### src/include/acr_pkg.sv
// constants, carriers and state type for the converter control block
// What this block does
// - right justified: high result byte bits 7..2 loaded as zeros
// - left justified: low result byte bits 5..0 loaded as zeros
// - clock field picks system clock /2,/8,/32,/4,/16,/64 or RC oscillator
// - negative reference: external pin when set, ground when clear
// - positive reference: supply, external pin or fixed reference; 01 reserved
// - left justified: result bits 9..2 go to high result byte
// - left justified: result bits 1..0 go to low byte bits 7..6
// - right justified: result bits 9..8 go to high byte bits 1..0
// - right justified: result bits 7..0 go to low result byte
// - second control register resets to zero; bit 3 reads zero
// - result bytes read/write; zero after reset, kept otherwise
// - enable powers converter; busy bit starts conversion, not with enable
// - on completion: clear busy, set done flag, load result bytes
// - early clear of busy loads partial result, unconverted bits copy last, unless a bit is decided that cycle
// - channel field: inputs 0..16, temperature, converter output, reference
package acr_pkg;
    localparam int RES_W = 10;
    localparam int ADDR_W = 8;
    // register byte offsets
    localparam logic [7:0] OFF_CTRL0 = 8'h00;
    localparam logic [7:0] OFF_CTRL1 = 8'h04;
    localparam logic [7:0] OFF_RESH = 8'h08;
    localparam logic [7:0] OFF_RESL = 8'h0c;
    localparam logic [7:0] OFF_IRQ_STAT = 8'h10;
    localparam logic [7:0] OFF_IRQ_MASK = 8'h14;
    // control 0 fields
    localparam int C0_EN = 0;
    localparam int C0_BUSY = 1;
    localparam int C0_CHS_LSB = 2;
    // control 1 fields
    localparam int C1_PREF_LSB = 0;
    localparam int C1_NREF = 2;
    localparam int C1_CS_LSB = 4;
    localparam int C1_FMT = 7;
    localparam logic [7:0] C1_WMASK = 8'hf7;
    localparam logic [7:0] C1_RESET = 8'h00;
    localparam logic [1:0] PREF_RSVD = 2'h1;
    // conversion clock codes
    localparam logic [2:0] CS_DIV2 = 3'h0;
    localparam logic [2:0] CS_DIV8 = 3'h1;
    localparam logic [2:0] CS_DIV32 = 3'h2;
    localparam logic [2:0] CS_RC_A = 3'h3;
    localparam logic [2:0] CS_DIV4 = 3'h4;
    localparam logic [2:0] CS_DIV16 = 3'h5;
    localparam logic [2:0] CS_DIV64 = 3'h6;
    localparam logic [2:0] CS_RC_B = 3'h7;
    // channel codes
    localparam logic [4:0] CH_LAST_INPUT = 5'h10;
    localparam logic [4:0] CH_TEMP = 5'h1d;
    localparam logic [4:0] CH_DAC = 5'h1e;
    localparam logic [4:0] CH_FIXED_REF = 5'h1f;
    localparam int IRQ_DONE = 0;
    localparam logic [1:0] RESP_OKAY = 2'h0;
    localparam logic [1:0] RESP_SLVERR = 2'h2;

    typedef enum logic [1:0] {ST_IDLE, ST_SETTLE, ST_CONVERT} acr_conv_t;

    typedef struct packed {
        logic awvalid;
        logic [ADDR_W-1:0] awaddr;
        logic wvalid;
        logic [31:0] wdata;
        logic [3:0] wstrb;
        logic bready;
        logic arvalid;
        logic [ADDR_W-1:0] araddr;
        logic rready;
    } acr_axi_req_t;

    typedef struct packed {
        logic awready;
        logic wready;
        logic bvalid;
        logic [1:0] bresp;
        logic arready;
        logic rvalid;
        logic [31:0] rdata;
        logic [1:0] rresp;
    } acr_axi_rsp_t;

    typedef struct packed {
        logic convEnable;
        logic sampleClosed;
        logic [RES_W-1:0] trialCode;
        logic [4:0] channelSelect;
        logic channelConnected;
        logic negRefExternal;
        logic [1:0] posRefSelect;
        logic clockFromRc;
    } acr_analog_t;

    typedef struct packed {
        acr_axi_rsp_t axi;
        logic awHeld;
        logic [ADDR_W-1:0] awAddr;
        logic wHeld;
        logic [7:0] wData;
        logic wLane0;
        logic [4:0] chanSel;
        logic convEn;
        logic [7:0] ctrl1;
        logic [7:0] resHigh;
        logic [7:0] resLow;
        logic [0:0] irqStat;
        logic [0:0] irqMask;
        acr_conv_t conv;
        logic [3:0] bitIdx;
        logic [RES_W-1:0] sar;
        logic [5:0] divCnt;
        logic [2:0] compSync;
        logic compLevel;
        logic [2:0] rcSync;
        logic rcLevel;
        logic rcPrev;
        acr_analog_t ana;
        logic irq;
    } acr_state_t;
endpackage

### src/design/acr_converter_ctrl.sv
// converter control, result formatting and register slave
`timescale 1ns/1ps
module acr_converter_ctrl (
    input wire logic sys_clk,
    input wire logic rst_n,
    input wire acr_pkg::acr_axi_req_t axiReq,
    output acr_pkg::acr_axi_rsp_t axiRsp,
    input wire logic compHigh,
    input wire logic rcOscPin,
    output acr_pkg::acr_analog_t analog,
    output logic irq
);
    import acr_pkg::*;

    acr_state_t s;
    acr_state_t next_s;

    ////////////////////////////////////////////////////////////////////////
    function automatic logic [5:0] divTarget(input logic [2:0] cs);
        case (cs)
            CS_DIV2: divTarget = 6'd1;
            CS_DIV4: divTarget = 6'd3;
            CS_DIV8: divTarget = 6'd7;
            CS_DIV16: divTarget = 6'd15;
            CS_DIV32: divTarget = 6'd31;
            CS_DIV64: divTarget = 6'd63;
            default: divTarget = 6'd0;
        endcase
    endfunction

    // bits at and below idx copy the last decided bit (idx+1)
    function automatic logic [RES_W-1:0] fillPartial(
        input logic [RES_W-1:0] sar,
        input logic [3:0] idx
    );
        logic [RES_W-1:0] r;
        logic last;
        r = sar;
        last = 1'b0;
        if (idx < 4'd9) begin
            last = sar[idx + 4'd1];
        end
        for (int i = 0; i < RES_W; i++) begin
            if (4'(i) <= idx) begin
                r[i] = last;
            end
        end
        fillPartial = r;
    endfunction

    function automatic logic [15:0] formatResult(
        input logic [RES_W-1:0] res,
        input logic rightJust
    );
        if (rightJust) begin
            formatResult = {6'h00, res[9:8], res[7:0]};
        end else begin
            formatResult = {res[9:2], res[1:0], 6'h00};
        end
    endfunction

    function automatic logic [7:0] readCtrl0(input acr_state_t st);
        logic [7:0] v;
        v = 8'h00;
        v[C0_CHS_LSB +: 5] = st.chanSel;
        v[C0_BUSY] = (st.conv != ST_IDLE);
        v[C0_EN] = st.convEn;
        readCtrl0 = v;
    endfunction

    ////////////////////////////////////////////////////////////////////////
    always_comb begin
        logic wrHit;
        logic [7:0] wv;
        logic start;
        logic abort;
        logic tick;
        logic rcSel;
        logic load;
        logic [RES_W-1:0] loadVal;
        logic [15:0] fmt;
        logic [2:0] cs;
        wrHit = 1'b0;
        cs = '0;
        rcSel = 1'b0;
        wv = s.wData;
        start = 1'b0;
        abort = 1'b0;
        tick = 1'b0;
        load = 1'b0;
        loadVal = '0;
        fmt = '0;
        next_s = s;

        // comparator answers the registered trial code on this clock;
        // a three-stage sync would decide bits stale at /2 and /4
        next_s.compLevel = compHigh;
        // rc pin: three stages, change counts when 2nd and 3rd agree
        next_s.rcSync = {s.rcSync[1:0], rcOscPin};
        if (s.rcSync[1] == s.rcSync[2]) begin
            next_s.rcLevel = s.rcSync[2];
        end
        next_s.rcPrev = s.rcLevel;

        // write address and data channels, taken in either order
        if (axiReq.awvalid && s.axi.awready) begin
            next_s.awHeld = 1'b1;
            next_s.awAddr = axiReq.awaddr;
        end
        if (axiReq.wvalid && s.axi.wready) begin
            next_s.wHeld = 1'b1;
            next_s.wData = axiReq.wdata[7:0];
            next_s.wLane0 = axiReq.wstrb[0];
        end
        if (s.axi.bvalid && axiReq.bready) begin
            next_s.axi.bvalid = 1'b0;
        end

        if (s.awHeld && s.wHeld && !s.axi.bvalid) begin
            next_s.awHeld = 1'b0;
            next_s.wHeld = 1'b0;
            next_s.axi.bvalid = 1'b1;
            next_s.axi.bresp = RESP_OKAY;
            wrHit = s.wLane0;
            case (s.awAddr)
                OFF_CTRL0: begin
                    if (wrHit) begin
                        next_s.chanSel = wv[C0_CHS_LSB +: 5];
                        next_s.convEn = wv[C0_EN];
                        // start only if already enabled before write
                        start = wv[C0_BUSY] && wv[C0_EN] && s.convEn &&
                                (s.conv == ST_IDLE);
                        // busy cleared by software ends it early, unless a bit is decided that cycle
                        abort = !wv[C0_BUSY] && (s.conv != ST_IDLE);
                    end
                end
                OFF_CTRL1: begin
                    if (wrHit) begin
                        next_s.ctrl1 = wv & C1_WMASK;
                        if (wv[C1_PREF_LSB +: 2] == PREF_RSVD) begin
                            next_s.ctrl1[C1_PREF_LSB +: 2] =
                                s.ctrl1[C1_PREF_LSB +: 2];
                        end
                    end
                end
                OFF_RESH: begin
                    // software may write the result bytes
                    if (wrHit) begin
                        next_s.resHigh = wv;
                    end
                end
                OFF_RESL: begin
                    if (wrHit) begin
                        next_s.resLow = wv;
                    end
                end
                OFF_IRQ_STAT: begin
                    if (wrHit) begin
                        next_s.irqStat = s.irqStat & ~wv[0:0];
                    end
                end
                OFF_IRQ_MASK: begin
                    if (wrHit) begin
                        next_s.irqMask = wv[0:0];
                    end
                end
                default: next_s.axi.bresp = RESP_SLVERR;
            endcase
        end
        next_s.axi.awready = !next_s.awHeld && !next_s.axi.bvalid;
        next_s.axi.wready = !next_s.wHeld && !next_s.axi.bvalid;

        // read channel
        if (s.axi.rvalid && axiReq.rready) begin
            next_s.axi.rvalid = 1'b0;
            next_s.axi.arready = 1'b1;
        end
        if (axiReq.arvalid && s.axi.arready) begin
            next_s.axi.arready = 1'b0;
            next_s.axi.rvalid = 1'b1;
            next_s.axi.rresp = RESP_OKAY;
            next_s.axi.rdata = 32'h0000_0000;
            case (axiReq.araddr)
                OFF_CTRL0: next_s.axi.rdata[7:0] = readCtrl0(s);
                // bit 3 never stored, reads zero
                OFF_CTRL1: next_s.axi.rdata[7:0] = s.ctrl1;
                OFF_RESH: next_s.axi.rdata[7:0] = s.resHigh;
                OFF_RESL: next_s.axi.rdata[7:0] = s.resLow;
                OFF_IRQ_STAT: next_s.axi.rdata[0:0] = s.irqStat;
                OFF_IRQ_MASK: next_s.axi.rdata[0:0] = s.irqMask;
                default: next_s.axi.rresp = RESP_SLVERR;
            endcase
        end

        cs = s.ctrl1[C1_CS_LSB +: 3];
        rcSel = (cs == CS_RC_A) || (cs == CS_RC_B);
        // divided clock as one-cycle enable, restarted on start
        if (rcSel) begin
            tick = s.rcLevel && !s.rcPrev;
        end else begin
            tick = (s.divCnt == divTarget(cs));
        end
        if (start || tick || rcSel) begin
            next_s.divCnt = 6'd0;
        end else begin
            next_s.divCnt = s.divCnt + 6'd1;
        end
        if (start) begin
            tick = 1'b0;
        end

        case (s.conv)
            ST_IDLE: begin
                if (start) begin
                    next_s.conv = ST_SETTLE;
                    next_s.sar = '0;
                    next_s.bitIdx = 4'd9;
                end
            end
            ST_SETTLE: begin
                if (abort) begin
                    load = 1'b1;
                    next_s.conv = ST_IDLE;
                end else if (tick) begin
                    next_s.conv = ST_CONVERT;
                end
            end
            ST_CONVERT: begin
                // completion takes priority over a same-cycle abort
                if (tick) begin
                    next_s.sar[s.bitIdx] = s.compLevel;
                    if (s.bitIdx == 4'd0) begin
                        load = 1'b1;
                        loadVal = next_s.sar;
                        next_s.irqStat[IRQ_DONE] = 1'b1;
                        next_s.conv = ST_IDLE;
                    end else begin
                        next_s.bitIdx = s.bitIdx - 4'd1;
                    end
                end else if (abort) begin
                    // partial result, missing bits copy last one
                    load = 1'b1;
                    loadVal = fillPartial(s.sar, s.bitIdx);
                    next_s.conv = ST_IDLE;
                end
            end
            default: next_s.conv = ST_IDLE;
        endcase

        // switching the converter off drops any conversion unloaded
        if (!next_s.convEn) begin
            next_s.conv = ST_IDLE;
            load = 1'b0;
        end

        if (load) begin
            // justification taken as it stands at load
            fmt = formatResult(loadVal, s.ctrl1[C1_FMT]);
            next_s.resHigh = fmt[15:8];
            next_s.resLow = fmt[7:0];
        end

        // analog side controls
        next_s.ana.convEnable = next_s.convEn;
        next_s.ana.sampleClosed = next_s.convEn &&
                                  (next_s.conv != ST_CONVERT);
        next_s.ana.trialCode = '0;
        if (next_s.conv == ST_CONVERT) begin
            next_s.ana.trialCode = next_s.sar |
                (RES_W'(1) << next_s.bitIdx);
        end
        // channel decode, reserved codes connect nothing
        next_s.ana.channelSelect = next_s.chanSel;
        next_s.ana.channelConnected =
            (next_s.chanSel <= CH_LAST_INPUT) ||
            (next_s.chanSel == CH_TEMP) ||
            (next_s.chanSel == CH_DAC) ||
            (next_s.chanSel == CH_FIXED_REF);
        next_s.ana.negRefExternal = next_s.ctrl1[C1_NREF];
        next_s.ana.posRefSelect = next_s.ctrl1[C1_PREF_LSB +: 2];
        next_s.ana.clockFromRc =
            (next_s.ctrl1[C1_CS_LSB +: 3] == CS_RC_A) ||
            (next_s.ctrl1[C1_CS_LSB +: 3] == CS_RC_B);

        next_s.irq = |(next_s.irqStat & next_s.irqMask);
    end

    ////////////////////////////////////////////////////////////////////////
    // one reset stands for power-on: state to zero, ready flags and channelConnected to one
    always_ff @(posedge sys_clk or negedge rst_n) begin
        if (!rst_n) begin
            s <= '0;
            s.ctrl1 <= C1_RESET;
            s.axi.awready <= 1'b1;
            s.axi.wready <= 1'b1;
            s.axi.arready <= 1'b1;
            s.conv <= ST_IDLE;
            s.ana.sampleClosed <= 1'b0;
            s.ana.channelConnected <= 1'b1;
        end else begin
            s <= next_s;
        end
    end

    assign axiRsp = s.axi;
    assign analog = s.ana;
    assign irq = s.irq;
endmodule

### config.mk
export PLATFORM = sky130hd
export DESIGN_NAME = acr_converter_ctrl
export DESIGN_NICKNAME = d
export VERILOG_FILES = /design/src/include/acr_pkg.sv /design/src/design/acr_converter_ctrl.sv
export SDC_FILE = /design/constraint.sdc
export NUM_CORES = 1
export LEC_CHECK = 0
export BUFFER_PORTS_ARGS = -buffer_cell sky130_fd_sc_hd__clkbuf_2
export CAP_MARGIN = 20
export CORE_MARGIN = 2
export CORE_UTILIZATION = 30
export CTS_CLUSTER_DIAMETER = 120
export DETAILED_ROUTE_END_ITERATION = 8
export HOLD_SLACK_MARGIN = 0.02
export PLACE_DENSITY_LB_ADDON = 0.25
export RECOVER_POWER = 100
export SYNTH_ARGS = -nofsm -noshare
export SYNTH_HDL_FRONTEND = slang
export SYNTH_SLANG_ARGS = --single-unit
### constraint.sdc
create_clock -name sys_clk -period 3.67 [get_ports sys_clk]
set_input_delay 0.367 -clock sys_clk [delete_from_list [all_inputs] [get_ports sys_clk]]
set_output_delay 0.367 -clock sys_clk [all_outputs]
set_load 0.005 [all_outputs]
==> results.cfg <==
[placement]
portBuffers = 71
dp_hpwl_microns = 11800
place.gp.congestion = 0.833
dpl_worst_slack_ns = 0.496

[timing]
max_slew_margin_pct = -24.6
worst_slew_pin_slew_ns = 1.87
setup_slack_ns = 0.343
fmax_ghz = 0.301
fin_worst_hold_slack_ns = 0.112
fin_crit_ns = 3.33
rsz0062_at_grt = false
finClkSkew_ns = 0.0143
setup_violations = 0
fin_crit_sh_pct = 90.7
drv_slew = 71
finalHoldViolations = 0
setup_tns_ns = 0

[cts]
clk_path_buf_depth = 2
worstSkewPairLatency_ns = 0.36
cts_root_buf = clkbuf_16
cts_tree = built
cts_resized = 0
post-cts-setup-buffers = 0
numClockSinks = 107
cts_buffers = 9
ctsHoldBuffers = 0
path_clk_slew_ns = 0.08
cts_htree_levels = 3

[synthesis]
syn_area_per_cell_sq_um = 9.64
yosys_register_bits = 107
synth_area_leaders = dfrtp_1 (41%), buf_4 (7.5%), mux2_2 (6.1%), nand2_1 (4.8%), nor2_1 (3.0%)
synth_enable_flop_cells = 0
synth_warnings = 0
synth-main-ff-cell = dfrtp_1
syn_inst = 655
synth_top_area_share_pct = 40.8
async_reset_ff_share_pct = 100
ys_seq_area_share_pct = 42.5
yosysUniqueCellTypes = 77
synth.cell_area_sq_mm = 0.00632
yosys.area.top_type = dfrtp_1

[global_route]
track_usage_pct = 14.8
grt_pass1_wl_microns = 26000
grt.overflow.total = 0
grt_max_degree = 71
grt_pass1_vias = 4660
antenna_found_initial = 0

[worst_setup_path]
crit_path_start_kind = register
crit_path_end_kind = register
critical_path_class = reg2reg
worstRegToRegCells = 10
crit_start = s[102]
rr_endpoint = s[59]
cp.required_ns = 3.96
crit_fanout = 9
cp.arrival_ns = 3.62
ff2ff_setup_slack_ns = 0.34
reg2reg_from = s[102]

[floorplan]
initial_core_util_pct = 30.3
num_io_pins = 125
row_count = 53
chipHeight_microns = 149
die_w_microns = 149
coreArea_sq_mm = 0.0208
dieArea_sq_mm = 0.0222

[final_layout]
syn_to_final_growth_pct = 8.64
num-fill-cells = 2218
diodes = 0
mostFrequentLayoutCell = dfrtp_1
final_cell_mix = dfrtp_1 (103), nand2_1 (80), nor2_1 (51)
final_nets = 758
drive_gt1_share_pct = 18.6

[pwr]
p_leak_nw = 3.06
p_per_area_mw_per_mm2 = 519
peakVddDrop_uv = 188

[detailed_routing]
vias_per_cell = 5.00
wire_per_inst_microns = 16.8
drt_iter0_drc = 413
remaining_drc_errors = 0
dr.pass1.iters = 5
vias = 4838
final_antenna_net_count = 0
routed_wirelength_microns = 16300

[status]
violations = max-capacitance violations, max-slew violations
status = complete, but fails checks

[hold_path]
hold_depth = 1
hold_end = s[28]
hp-start = compHigh
min_path_type = in2reg

[run]
maxCapViolCount = 1
## power breakdown
group	switching (W)	total [W]	internal (W)
combinational	0.000564	0.000937	0.000373
clock	0.000469	0.000960	0.000491
sequential	0.000251	0.00166	0.00141
## state kept, by name, summed over array words and instances, names as in the netlist
signal / count
axiRsp: 15
next_s: 3
analog: 20
s: 68
irq: 1
## cell type report
| cell class | count | area [sq um] | area share, % |
|---|---|---|---|
| Clock buffer | 11 | 243 | 3.54 |
| Clock inverter | 5 | 45.0 | 0.656 |
| Inverter | 17 | 63.8 | 0.930 |
| Multi-Input combinational cell | 464 | 3050 | 44.5 |
| Sequential cell | 107 | 2680 | 39.1 |
| Tap cell | 275 | 344 | 5.01 |
| Timing Repair Buffer | 89 | 430 | 6.27 |
## cells in the mapped netlist (3+ instances only)
cell type and n:
nor3_1 10, a211oi_1 7, inv_1 17, nand3b_1 4, or4_4 3, a222oi_1 4
and3_1 3, and2_1 8, nand2_1 80, xnor2_1 4, o21ai_0 21, nor3b_1 4
a31oi_1 20, dfrtp_1 103, nand3_1 23, dfstp_2 4, o211ai_1 7, mux2_2 34
nand4_1 4, buf_2 5, o31ai_1 3, ha_1 9, nor2b_1 6, nand4b_1 3
o22ai_1 3, mux2i_1 13, a221oi_1 7, a22oi_1 7, nor3_4 3, clkbuf_1 21
nor4b_1 3, a21o_1 8, a22o_1 5, or3_1 4, a21oi_1 28, nor2_2 5
buf_4 63, nor2_1 51
## stage by stage
step           instances  util, %  instance area, sq um  total power, W
2_1_floorplan        680        -                  6410         0.00238
3_3_place_gp         952     31.9                  6650         0.00265
3_5_place_dp         952     31.9                  6650         0.00267
4_1_cts              968     33.3                  6940         0.00364
5_1_grt              968     33.0                  6860         0.00378
6_report             968     33.0                  6860         0.00356
## routing by layer
layer | GRT usage [%] | part of all wire [%] | up-vias
met5 | 0 | 0 | -
met4 | 4.10 | 1.1 | 0
met3 | 2.39 | 4.7 | 11
met2 | 23.2 | 47 | 116
met1 | 21.2 | 47 | 2376
li1 | - | - | 2335
## kinds of logic after synthesis
family	Yosys count	synth area share, %
flip-flops	107	42.5
other	1	0.0594
adder cells (fa/ha/maj)	10	1.94
XOR/XNOR	6	0.832
buffers and inverters	109	10.6
multiplexers	49	8.83
AO/OA/AOI/OAI	143	16.4
AND/OR/NAND/NOR	230	18.9
## worst max-delay path by stage
stage	end	slack (ns)	cells after the start
finish	s[59]	0.34	10
global route	s[65]	0.14	9
global placement	analog[18]	0.51	9
detailed placement	analog[18]	0.50	9
CTS	analog[18]	0.46	9
floorplan	s[61]	0.60	12
## worst max-delay path, stage by stage, from the launching register on
cell      delay, ns
dfrtp_1        0.38
or4_4          0.57
or4_1          0.78
nor3_4         0.24
and2_4         0.21
o221a_4        0.22
o311ai_4       0.10
buf_4          0.18
nor2_2         0.17
o21ai_0        0.20
a31oi_1        0.19
Note: power is estimated with default switching activity, not from simulation.
